### src/hdl/decode_io_pkg.sv
package decode_io_pkg;
   localparam int ADDR_W = 20;
   localparam logic [19:0] CTRL_LO = 20'h10000;
   localparam logic [19:0] CTRL_HI = 20'h100ff;
   localparam logic [19:0] BOOT_BASE = 20'h00000;
   localparam logic [19:0] BOOT_SIZE = 20'h02000;
   localparam logic [19:0] MAIN_BASE = 20'h20000;
   localparam logic [19:0] MAIN_SIZE = 20'h10000;
   localparam int NUM_MAIN = 8;
   localparam int NUM_BOOT = 4;
   localparam int NUM_PORTS = 7;
   localparam int NUM_IMC_PORTS = 3;
   localparam int NARROW_PORT = 3;
   localparam int NARROW_W = 4;
   localparam int CS_PORT = 2;
   localparam logic [7:0] DIR_RESET = 8'h00;
   localparam logic [7:0] DOUT_RESET = 8'h00;
   localparam logic [7:0] DRIVE_RESET = 8'h00;
   localparam logic [1:0] OSRC_RESET = 2'h0;
   localparam logic [1:0] IMC_RESET = 2'h0;

   typedef enum logic [1:0] {
      OSRC_DATA = 2'h0,
      OSRC_MCELL = 2'h1,
      OSRC_CS = 2'h3
   } out_src_type;

   typedef enum logic [1:0] {
      IMC_PASS = 2'h0,
      IMC_LATCH = 2'h1,
      IMC_REG = 2'h3
   } imc_mode_type;

   typedef enum logic [2:0] {
      RB_DOUT = 3'h0,
      RB_MCELL = 3'h1,
      RB_DIR = 3'h3,
      RB_DRIVE = 3'h2,
      RB_PIN = 3'h6,
      RB_IMC = 3'h7
   } rb_src_type;

   typedef enum logic [2:0] {
      WR_DOUT = 3'h0,
      WR_DIR = 3'h1,
      WR_DRIVE = 3'h3,
      WR_OSRC = 3'h2,
      WR_IMC = 3'h6
   } wr_sel_type;

   typedef struct packed {
      logic ctrl_sel;
      logic [NUM_MAIN-1:0] main_sector_selects;
      logic [NUM_BOOT-1:0] boot_segment_selects;
   } selects_type;
endpackage

### src/hdl/input_macrocell.sv
`timescale 1ns/1ps
module input_macrocell
   import decode_io_pkg::*;
#(
   parameter int W = 8
) (
   input wire logic clk,
   input wire logic rst_n,
   input wire logic [W-1:0] pin_in,
   input wire logic [1:0] mode,
   input wire logic clk_term_lo,
   input wire logic clk_term_hi,
   output logic [W-1:0] imc_out
);
   logic [W-1:0] hold_r;
   logic [W-1:0] hold_nxt;
   logic [W-1:0] term_d_r;
   logic [W-1:0] term_d_nxt;
   logic [W-1:0] term;

   // low nibble on one term, high nibble on another
   genvar i;
   generate
      for (i = 0; i < W; i++) begin : g_bit
         assign term[i] = (i < NARROW_W) ? clk_term_lo : clk_term_hi;
      end
   endgenerate

   // register on term rising edge, latch while term high
   always_comb begin
      term_d_nxt = term;
      hold_nxt = hold_r;
      for (int b = 0; b < W; b++) begin
         if (mode == IMC_REG && term[b] && !term_d_r[b]) begin
            hold_nxt[b] = pin_in[b];
         end else if (mode == IMC_LATCH && term[b]) begin
            hold_nxt[b] = pin_in[b];
         end
      end
   end

   always_ff @(posedge clk) begin
      if (!rst_n) begin
         hold_r <= '0;
         term_d_r <= '0;
      end else begin
         hold_r <= hold_nxt;
         term_d_r <= term_d_nxt;
      end
   end

   // transparent latch passes pin while open
   always_comb begin
      case (mode)
         IMC_PASS: imc_out = pin_in;
         IMC_LATCH: begin
            for (int b = 0; b < W; b++) begin
               imc_out[b] = term[b] ? pin_in[b] : hold_r[b];
            end
         end
         default: imc_out = hold_r;
      endcase
   end
endmodule

### src/hdl/decode_io_ports.sv
`timescale 1ns/1ps
module decode_io_ports
   import decode_io_pkg::*;
#(
   parameter int PW = 8,
   parameter logic [PW-1:0] STATIC_DIR = DIR_RESET
) (
   input wire logic CLK,
   input wire logic RST_N,
   input wire logic [ADDR_W-1:0] ADDRESS,
   input wire logic BANK_SELECT_N,
   input wire logic MAIN_BUSY,
   output selects_type SELECTS,
   output logic BOOT_READ_OK,
   input wire logic CFG_WE,
   input wire logic [2:0] CFG_PORT,
   input wire logic [2:0] CFG_WHAT,
   input wire logic [PW-1:0] CFG_DATA,
   input wire logic [2:0] RB_PORT,
   input wire logic [2:0] RB_SRC,
   output logic [PW-1:0] RB_DATA,
   input wire logic [NUM_PORTS*PW-1:0] PIN_IN,
   output logic [NUM_PORTS*PW-1:0] PIN_OUT,
   output logic [NUM_PORTS*PW-1:0] PIN_OE,
   output logic [NUM_PORTS*PW-1:0] PIN_OPEN_DRAIN,
   input wire logic [NUM_PORTS*PW-1:0] MCELL_OUT,
   input wire logic [NUM_PORTS*PW-1:0] MCELL_OE_TERM,
   input wire logic [NUM_PORTS*PW-1:0] MCELL_OE_DEFINED,
   input wire logic [PW-1:0] EXTERNAL_CHIP_SELECTS,
   input wire logic [NUM_IMC_PORTS-1:0] IMC_TERM_LO,
   input wire logic [NUM_IMC_PORTS-1:0] IMC_TERM_HI,
   output logic [NUM_IMC_PORTS*PW-1:0] IMC_TO_ARRAY
);
   selects_type sel_nxt;
   logic [PW-1:0] dout_r [NUM_PORTS];
   logic [PW-1:0] dout_nxt [NUM_PORTS];
   logic [PW-1:0] dir_r [NUM_PORTS];
   logic [PW-1:0] dir_nxt [NUM_PORTS];
   logic [PW-1:0] drive_r [NUM_PORTS];
   logic [PW-1:0] drive_nxt [NUM_PORTS];
   logic [2*PW-1:0] osrc_r [NUM_PORTS];
   logic [2*PW-1:0] osrc_nxt [NUM_PORTS];
   logic [2*PW-1:0] imc_r [NUM_IMC_PORTS];
   logic [2*PW-1:0] imc_nxt [NUM_IMC_PORTS];
   logic [PW-1:0] rb_nxt;
   logic [PW-1:0] rb_r;
   // macrocell words, zero on ports without macrocells
   logic [PW-1:0] imc_val [NUM_PORTS];
   logic [PW-1:0] mux_out [NUM_PORTS];
   logic [PW-1:0] port_mask [NUM_PORTS];
   // decoder window hits before bank qualification
   logic ctrl_hit;
   logic [NUM_BOOT-1:0] boot_hit;
   logic [NUM_MAIN-1:0] main_hit;
   genvar g;

   // control block window, inclusive bounds
   assign ctrl_hit = (ADDRESS >= CTRL_LO) && (ADDRESS <= CTRL_HI);

   // one comparator pair per boot segment and per main sector
   generate
      for (g = 0; g < NUM_BOOT; g++) begin : g_boot_win
         localparam logic [ADDR_W-1:0] LO = ADDR_W'(BOOT_BASE + g * BOOT_SIZE);
         localparam logic [ADDR_W-1:0] HI = ADDR_W'(BOOT_BASE + (g + 1) * BOOT_SIZE - 1);
         assign boot_hit[g] = (ADDRESS >= LO) && (ADDRESS <= HI);
      end
      for (g = 0; g < NUM_MAIN; g++) begin : g_main_win
         localparam logic [ADDR_W-1:0] LO = ADDR_W'(MAIN_BASE + g * MAIN_SIZE);
         localparam logic [ADDR_W-1:0] HI = ADDR_W'(MAIN_BASE + (g + 1) * MAIN_SIZE - 1);
         assign main_hit[g] = (ADDRESS >= LO) && (ADDRESS <= HI);
      end
   endgenerate

   // qualify with bank select, control block first
   always_comb begin
      sel_nxt = '0;
      if (!BANK_SELECT_N) begin
         if (ctrl_hit) begin
            sel_nxt.ctrl_sel = 1'b1;
         end else if (|boot_hit) begin
            sel_nxt.boot_segment_selects = boot_hit;
         end else begin
            sel_nxt.main_sector_selects = main_hit;
         end
      end
   end

   // boot array independent of main array activity
   assign BOOT_READ_OK = |SELECTS.boot_segment_selects;

   // per-port configuration writes, output source and macrocell mode copied to every pin of the port
   always_comb begin
      for (int p = 0; p < NUM_PORTS; p++) begin
         dout_nxt[p] = dout_r[p];
         dir_nxt[p] = dir_r[p];
         drive_nxt[p] = drive_r[p];
         osrc_nxt[p] = osrc_r[p];
         if (CFG_WE && CFG_PORT == 3'(p)) begin
            case (CFG_WHAT)
               WR_DOUT: dout_nxt[p] = CFG_DATA & port_mask[p];
               WR_DIR: dir_nxt[p] = CFG_DATA & port_mask[p];
               WR_DRIVE: drive_nxt[p] = CFG_DATA & port_mask[p];
               WR_OSRC: osrc_nxt[p] = {PW{CFG_DATA[1:0]}};
               default: ;
            endcase
         end
         dir_nxt[p] = dir_nxt[p] | (STATIC_DIR & port_mask[p]);
      end
      for (int p = 0; p < NUM_IMC_PORTS; p++) begin
         imc_nxt[p] = imc_r[p];
         if (CFG_WE && CFG_PORT == 3'(p) && CFG_WHAT == WR_IMC) begin
            imc_nxt[p] = {PW{CFG_DATA[1:0]}};
         end
      end
   end

   // decode result register
   always_ff @(posedge CLK) begin
      if (!RST_N) begin
         SELECTS <= '0;
      end else begin
         SELECTS <= sel_nxt;
      end
   end

   // port configuration registers
   always_ff @(posedge CLK) begin
      if (!RST_N) begin
         for (int p = 0; p < NUM_PORTS; p++) begin
            dout_r[p] <= DOUT_RESET;
            dir_r[p] <= DIR_RESET;
            drive_r[p] <= DRIVE_RESET;
            osrc_r[p] <= {PW{OSRC_RESET}};
         end
         for (int p = 0; p < NUM_IMC_PORTS; p++) begin
            imc_r[p] <= {PW{IMC_RESET}};
         end
      end else begin
         for (int p = 0; p < NUM_PORTS; p++) begin
            dout_r[p] <= dout_nxt[p];
            dir_r[p] <= dir_nxt[p];
            drive_r[p] <= drive_nxt[p];
            osrc_r[p] <= osrc_nxt[p];
         end
         for (int p = 0; p < NUM_IMC_PORTS; p++) begin
            imc_r[p] <= imc_nxt[p];
         end
      end
   end

   // port pin mux and driver enable per port
   generate
      for (g = 0; g < NUM_PORTS; g++) begin : g_port
         localparam int WID = (g == NARROW_PORT) ? NARROW_W : PW;
         assign port_mask[g] = PW'((1 << WID) - 1);
         for (genvar b = 0; b < PW; b++) begin : g_pin
            localparam int IX = g * PW + b;
            logic [1:0] src;
            logic arr;
            assign src = osrc_r[g][2*b +: 2];
            // array source overrides data-out writes
            assign arr = (src == OSRC_MCELL) ||
                         (src == OSRC_CS && g == CS_PORT);
            assign mux_out[g][b] = (src == OSRC_CS && g == CS_PORT) ?
                                   EXTERNAL_CHIP_SELECTS[b] :
                                   (arr ? MCELL_OUT[IX] : dout_r[g][b]);
            assign PIN_OUT[IX] = mux_out[g][b] & port_mask[g][b];
            logic term_en;
            logic undef_en;
            // a defined enable term ORs with direction on any source
            assign term_en = MCELL_OE_DEFINED[IX] & MCELL_OE_TERM[IX];
            // array output with no enable equation always drives
            assign undef_en = arr & !MCELL_OE_DEFINED[IX];
            assign PIN_OE[IX] = port_mask[g][b] & (dir_r[g][b] | term_en | undef_en);
            assign PIN_OPEN_DRAIN[IX] = drive_r[g][b];
         end
      end
      for (g = 0; g < NUM_IMC_PORTS; g++) begin : g_imc
         input_macrocell #(.W(PW)) u_imc (
            .clk(CLK),
            .rst_n(RST_N),
            .pin_in(PIN_IN[g*PW +: PW]),
            .mode(imc_r[g][1:0]),
            .clk_term_lo(IMC_TERM_LO[g]),
            .clk_term_hi(IMC_TERM_HI[g]),
            .imc_out(imc_val[g])
         );
         assign IMC_TO_ARRAY[g*PW +: PW] = imc_val[g];
      end
      // ports without macrocells read back zero
      for (g = NUM_IMC_PORTS; g < NUM_PORTS; g++) begin : g_no_imc
         assign imc_val[g] = '0;
      end
   endgenerate

   // readback picks one source onto internal bus
   always_comb begin
      rb_nxt = '0;
      for (int p = 0; p < NUM_PORTS; p++) begin
         if (RB_PORT == 3'(p)) begin
            case (RB_SRC)
               RB_DOUT: rb_nxt = dout_r[p];
               RB_MCELL: rb_nxt = MCELL_OUT[p*PW +: PW] & port_mask[p];
               RB_DIR: rb_nxt = dir_r[p];
               RB_DRIVE: rb_nxt = drive_r[p];
               RB_PIN: rb_nxt = PIN_IN[p*PW +: PW] & port_mask[p];
               RB_IMC: rb_nxt = imc_val[p];
               default: rb_nxt = '0;
            endcase
         end
      end
   end

   // readback data register
   always_ff @(posedge CLK) begin
      if (!RST_N) begin
         rb_r <= '0;
      end else begin
         rb_r <= rb_nxt;
      end
   end

   assign RB_DATA = rb_r;
endmodule

### config.mk
export PLATFORM = sky130hd
export DESIGN_NAME = decode_io_ports
export DESIGN_NICKNAME = d
export VERILOG_FILES = /design/src/hdl/decode_io_pkg.sv /design/src/hdl/input_macrocell.sv /design/src/hdl/decode_io_ports.sv
export SDC_FILE = /design/constraint.sdc
export NUM_CORES = 1
export LEC_CHECK = 0
export BUFFER_PORTS_ARGS = -buffer_cell sky130_fd_sc_hd__buf_4
export CAP_MARGIN = 20
export CELL_PAD_IN_SITES_DETAIL_PLACEMENT = 1
export CELL_PAD_IN_SITES_GLOBAL_PLACEMENT = 1
export CORE_MARGIN = 2
export CORE_UTILIZATION = 35
export DETAILED_ROUTE_END_ITERATION = 8
export MAX_ROUTING_LAYER = met4
export PLACE_DENSITY_LB_ADDON = 0.1
export SETUP_SLACK_MARGIN = 0.3
export SYNTH_ARGS = -nofsm -noshare
export SYNTH_HDL_FRONTEND = slang
export SYNTH_SLANG_ARGS = --single-unit
### constraint.sdc
create_clock -name CLK -period 2.15 [get_ports CLK]
set_input_delay 0.215 -clock CLK [delete_from_list [all_inputs] [get_ports CLK]]
set_output_delay 0.215 -clock CLK [all_outputs]
set_load 0.03 [all_outputs]
### Yosys cells after proc, flatten, opt, wreduce, memory -nomap -nowiden

Memory sizes are Yosys's and may differ from the RTL's.
Index checks and enable logic that the tools add are counted.

| operators by class | value |
|---|---|
| bitwise gates (word level) | 241 |
| equal/unequal tests | 87 |
| reductions and logical operators | 179 |
| shift operators | 0 |
| multiply operators | 0 |
| mux-type cells | 242 |
| $lt $le $gt $ge | 26 |
| div/mod/pow operators | 0 |
| add/subtract/negate cells | 0 |

Operators with widths:

| cell | count |
|---|---|
| 8-bit two-way mux | 70 |
| 16-bit two-way mux | 27 |
| 8-bit one-hot mux with 5 select lines | 4 |
| 8-bit one-hot mux with 6 select lines | 3 |
| 1-bit two-way mux | 135 |
| 1-bit bitwise OR | 135 |
| 2-bit by 1-bit equality test with 1-bit output (second input constant) | 55 |
| 1-bit bitwise AND | 104 |
| 20-bit by 19-bit greater-or-equal comparator with 1-bit output (second input constant) | 4 |
| 20-bit by 19-bit <= comparator with 1-bit output (second input constant) | 4 |
| 1-bit zero test | 76 |
| 1-bit logical AND | 59 |
| 8-bit one-hot mux with 2 select lines | 3 |
| 2-bit nonzero test | 24 |
| 20-bit by 15-bit greater-or-equal comparator with 1-bit output (second input constant) | 2 |
| 20-bit by 18-bit greater-or-equal comparator with 1-bit output (second input constant) | 2 |
| 20-bit greater-or-equal comparator (second input constant) | 2 |
| 20-bit by 15-bit <= comparator with 1-bit output (second input constant) | 2 |
| 20-bit by 18-bit <= comparator with 1-bit output (second input constant) | 2 |
| 20-bit <= comparator (second input constant) | 2 |
| 3-bit equality test (second input constant) | 9 |
| 3-bit by 2-bit equality test with 1-bit output (second input constant) | 8 |
| 2-bit equality test (second input constant) | 11 |
| 20-bit by 1-bit greater-or-equal comparator with 1-bit output (second input constant) | 1 |
| 13 further kinds | 31 |

| word-level totals | value |
|---|---|
| output and inout bits | 214 |
| bits in latches | 0 |
| memories kept | 5 |
| memory bits (writable) | 328 |
| register bits | 60 |
| input bits | 283 |
| bits in read-only memories | 0 |
| word-level logic and storage cells | 811 |

Memories:

| name | depth | bits a word | rd ports | clocked after memory_dff | wr ports | line | RTL |
|---|---|---|---|---|---|---|---|
| osrc_r | 7 | 16 | 7 | 0 | 7 | decode_io_ports.sv:41 | `logic [2*PW-1:0] osrc_r [NUM_PORTS];` |
| dir_r | 7 | 8 | 7 | 0 | 7 | decode_io_ports.sv:37 | `logic [PW-1:0] dir_r [NUM_PORTS];` |
| dout_r | 7 | 8 | 7 | 0 | 7 | decode_io_ports.sv:35 | `logic [PW-1:0] dout_r [NUM_PORTS];` |
| drive_r | 7 | 8 | 7 | 0 | 7 | decode_io_ports.sv:39 | `logic [PW-1:0] drive_r [NUM_PORTS];` |
| imc_r | 3 | 16 | 3 | 0 | 3 | decode_io_ports.sv:43 | `logic [2*PW-1:0] imc_r [NUM_IMC_PORTS];` |

### Depth between registers and ports, before layout

An unclocked memory read counts as a cell.

| depth | value |
|---|---|
| depth after elaboration | 11 |
| depth in mapped cells | 9 |
| mapped depth without buffers | 6 |

### By module

Synthesis repeated with hierarchy kept, for this count alone.

| unflattened totals | value |
|---|---|
| cells, all modules | 1609 |
| area, all modules | 13223.9 um^2 |

Modules (own cells, without submodules):

| module | cells an instance | instances | seq. area each (um^2) | area an instance (um^2) |
|---|---|---|---|---|
| decode_io_ports | 1447 | 1 | 3943.8 | 11519.8 |
| input_macrocell | 54 | 3 | 200.2 | 568.0 |

### Worst setup path after synthesis

Ideal clock, no wire load.

| path | value |
|---|---|
| path kind | register to register |
| start point | memory imc_r[0][14] (netlist name) |
| end point | register rb_r[3] (netlist: RB_DATA[3]) |
| buffers on the path | 0 |
| clock period less this slack | 2016 ps |
| arrival time | 1899 ps |
| library setup time | 117 ps |
| data required time | 2033 ps |
| path slack | 134 ps |
| stages on the path, launching flop included | 7 |
| path through | dfxtp_1 and2b_1 nor2_1 mux2_2 a221o_1 a22o_1 a22o_1 |

RTL lines:

| what | line | RTL |
|---|---|---|
| from (decl) | decode_io_ports.sv:43 |  |
| to (signal assigned) | decode_io_ports.sv:219 | `rb_r <= rb_nxt;` |
| to (decl) | decode_io_ports.sv:46 | `logic [PW-1:0] rb_r;` |

==> impl_summary.txt <==
----------------------------------------------------
[Timing]
  Final total negative setup slack ... 0 ps
  Transition time at the pin with the least slew margin ... 952 ps
  Worst hold slack ... 20.4 ps
  Final setup violation count ... 0
  Final critical delay including setup and external delays ... 1990 ps
  Peak Freq ... 502 MHz
  Setup Skew ... 11.1 ps
  Hold violation total from the final report ... 0
  Unrepaired setup endpoints after global routing ... true
  Final clock period utilization by the worst path ... 92.6%
  Slew Limit Headroom ... 36.5%
  Final slew viol count ... 0

[Placed design]
  Port Buffer Count ... 459
  Placer congestion estimate ... 0.897
  Placed cell count ... 2433
  HPWL after DPL ... 43900 um
  Cell area reported after detailed placement ... 16800 um2

[Synthesis]
  Number of enable-type register cells in the synthesized netlist ... 0
  Number of distinct library cell variants in the gate-level netlist after synthesis ... 60
  Synth top area share ... 35.7%
  Simple-gate share of the synthesized area ... 21.0%
  Leading register cell type out of synthesis ... dfxtp_1
  Multiplexer share of the synthesized area ... 24.8%
  Synthesis Warnings ... 0
  Synthesized-area fraction occupied by ao, oa, aoi and oai cells ... 13.5%
  Share of the synthesized netlist area taken by xor and xnor gates ... 0.0688%
  Netlist area before placement ... 12700 um2
  Post-synthesis area per instance ... 8.17 um2
  Largest family of logic cells by synthesized area ... multiplexers
  Flip-flop and latch count after synthesis ... 227
  Asr flop ratio synth ... 0%
  Main area contributors after synthesis ... dfxtp_1 (36%), mux2i_1 (21%), nor2_1 (8.2%)
  Area share of fa/ha/maj cells after synthesis ... 0%
  Portion of the post-synthesis area used by sequential elements ... 35.7%
  Yosys top cell by area ... dfxtp_1
  Cell count after synthesis ... 1559

[Pwr]
  Worst ir drop on vdd ... 0.588 mV
  Static power due to leakage ... 0.00937 uW
  Power per cell area ... 583 nW/um2
  Final Power ... 11300 uW

[Status]
  Result of the run ... complete, no violations

[Detailed routing]
  Drt drc ... 0
  Post-route antenna net violation count ... 0
  Final WL ... 61500 um
  Vias after detailed routing ... 13841
  Drt wl/cell ... 23.9 um
  Average vias per placed instance ... 5.38
  Iteration count of the initial detailed-routing pass ... 5
  Initial drt markers ... 624

[Finish]
  Filler cell count ... 4184
  Commonest non-fill, non-tap cell in the layout ... buf_4
  Synthesis-to-finish area growth ... 52.6%
  Most frequent cells in the layout ... buf_4 (467), nor2_1 (271), mux2i_1 (261)
  Combined area of the multi-input logic cells ... 8070 um2
  Register area ... 4590 um2
  Number of standard cells in the final layout excluding fillers ... 2575
  Ratio of cells with drive above 1 in the final layout ... 35.6%
  Final standard cell area without fillers ... 19400 um2
  Final net count ... 2373

[Worst setup path]
  Slowest cell delay on critical path ... 330 ps
  Setup slack, reg-to-reg ... 200 ps
  Crit-path cells ... and2b_2, nor2_4, buf_6, mux2_4, buf_6
  Crit Reg-Reg Startpoint ... imc_r[0][14]
  WP data arrival ... 1780 ps
  Startpoint Class ... flop
  Slowest library cell on the worst path ... dfxtp_2
  Launch point of the worst path ... imc_r[0][14]
  Reg2Reg Depth ... 6
  Maximum fanout along the worst path ... 3
  Endpoint type of the worst setup path ... output pin
  CP most frequent cell ... buf_6
  Required time at the worst-slack endpoint ... 1930 ps
  Category of the critical setup timing path ... reg -> out

[Floorplanning]
  Floorplan die width ... 195 um
  Starting density of the core ... 35.7%
  Floorplan row count ... 69
  IO Pins ... 497
  Core area ... 35700 um2
  Die Footprint ... 37900 um2
  Vertical extent of the die ... 195 um

[Clock tree]
  CTS Buffer Depth ... 3
  Number of buffers created by CTS ... 28
  Clock tree from TritonCTS ... built
  Clock Root Buffer ... clkbuf_16
  Clock transition at path regs ... 60 ps
  Clock sink count ... 227
  Total number of H-tree levels ... 1
  Latest clock arrival within the worst-skew pair ... 550 ps

[GRT]
  First-pass GRT wire length ... 90100 um
  Antenna violations before repair ... 1
  GRT Resource Usage Total ... 32.0%
  Via count of the first global-routing pass ... 14490
  Pin count of the biggest net entering global routing ... 123
  Overflow after GRT ... 0

[Worst hold path]
  Worst Hold Path Cells ... 3
  Type of the tightest min-delay check ... in -> reg
  HP Start ... ADDRESS[10]

[Run]
  Number of maximum-capacitance violations ... 0

----------------------------------------------------
==> per-layer routing <==
layer / up-vias / wire (um) / track usage, %
li1: 6479 / - / -
met2: 454 / 30400 / 55.4
met1: 6801 / 25500 / 37.6
met3: 107 / 3610 / 5.59
met4: 0 / 2030 / 10.1
met5: - / 0 / -
==> final timing paths <==
path	endpoint
min reg2reg	dout_r[0][0]
max reg2reg	RB_DATA[3]
max	IMC_TO_ARRAY[2]
min	SELECTS[12]
==> through the flow <==
| stage | util (%) | worst slack, ps |
|---|---|---|
| 4_1_cts | 53.3 | 118 |
| 2_1_floorplan | - | 247 |
| 6_report | 54.5 | 158 |
| 3_3_place_gp | 47.1 | -653 |
| 3_5_place_dp | 47.1 | 26.6 |
| 5_1_grt | 54.5 | 102 |
==> critical path: cells and delay by family, from the launching register on <==
kind / cells / cell delay [ps]
multiplexers: 1 / 290
AND/OR/NAND/NOR: 2 / 360
flip-flops: 1 / 330
buffers and inverters: 2 / 260
==> cell families (layout without fill, tap and decap cells) <==
| logic type | Yosys count | count (layout) |
|---|---|---|
| and+or+nand+nor | 621 | 624 |
| muxes | 306 | 306 |
| AOI/OAI and AO/OA | 268 | 268 |
| DFF | 227 | 227 |
| buffers and inverters | 135 | 674 |
| other | 1 | 14 |
| xor gates and xnor gates | 1 | 1 |
==> where the power goes <==
part | internal (uW) | switching (uW)
combinational | 860 | 1070
sequential | 4220 | 26.4
clock | 3120 | 2030
total | 8200 | 3130
==> repair_timing <==
item / CTS / global route
hold buffers: 42 / 0
endpoints found under the setup margin: 124 / 120
gates resized for setup: 148 / 88
gates cloned: 4 / 0
setup buffers: 27 / 15
pin swaps: 21 / 37
endpoints found under the hold margin: 41 / 0
==> cell type report <==
class,instances,share of cell area (%)
timing repair buffer,608,26.4
antenna,2,0.0258
inverter,14,0.296
clock buffer,35,4.11
sequential,227,23.6
clock inverter,17,1.07
tap,461,2.97
multi-input combinational,1211,41.5
==> Yosys cell counts (all sizes together), types with 21 or more instances <==
master	count
nor2	283
mux2i	267
dfxtp	227
nand2	207
a21oi	83
clkbuf	79
o21ai	72
a211o	55
buf	42
mux2	35
nand3	35
nor2b	21
==> state kept, by name (all words and copies together), names as in the netlist <==
register / flops
dir_r: 52
dout_r: 52
drive_r: 52
g_imc.u_imc.hold_r: 24
osrc_r: 14
SELECTS: 13
RB_DATA: 8
g_imc.u_imc.term_d_r: 6
imc_r: 6
Note: power is estimated with default switching activity, not from simulation.
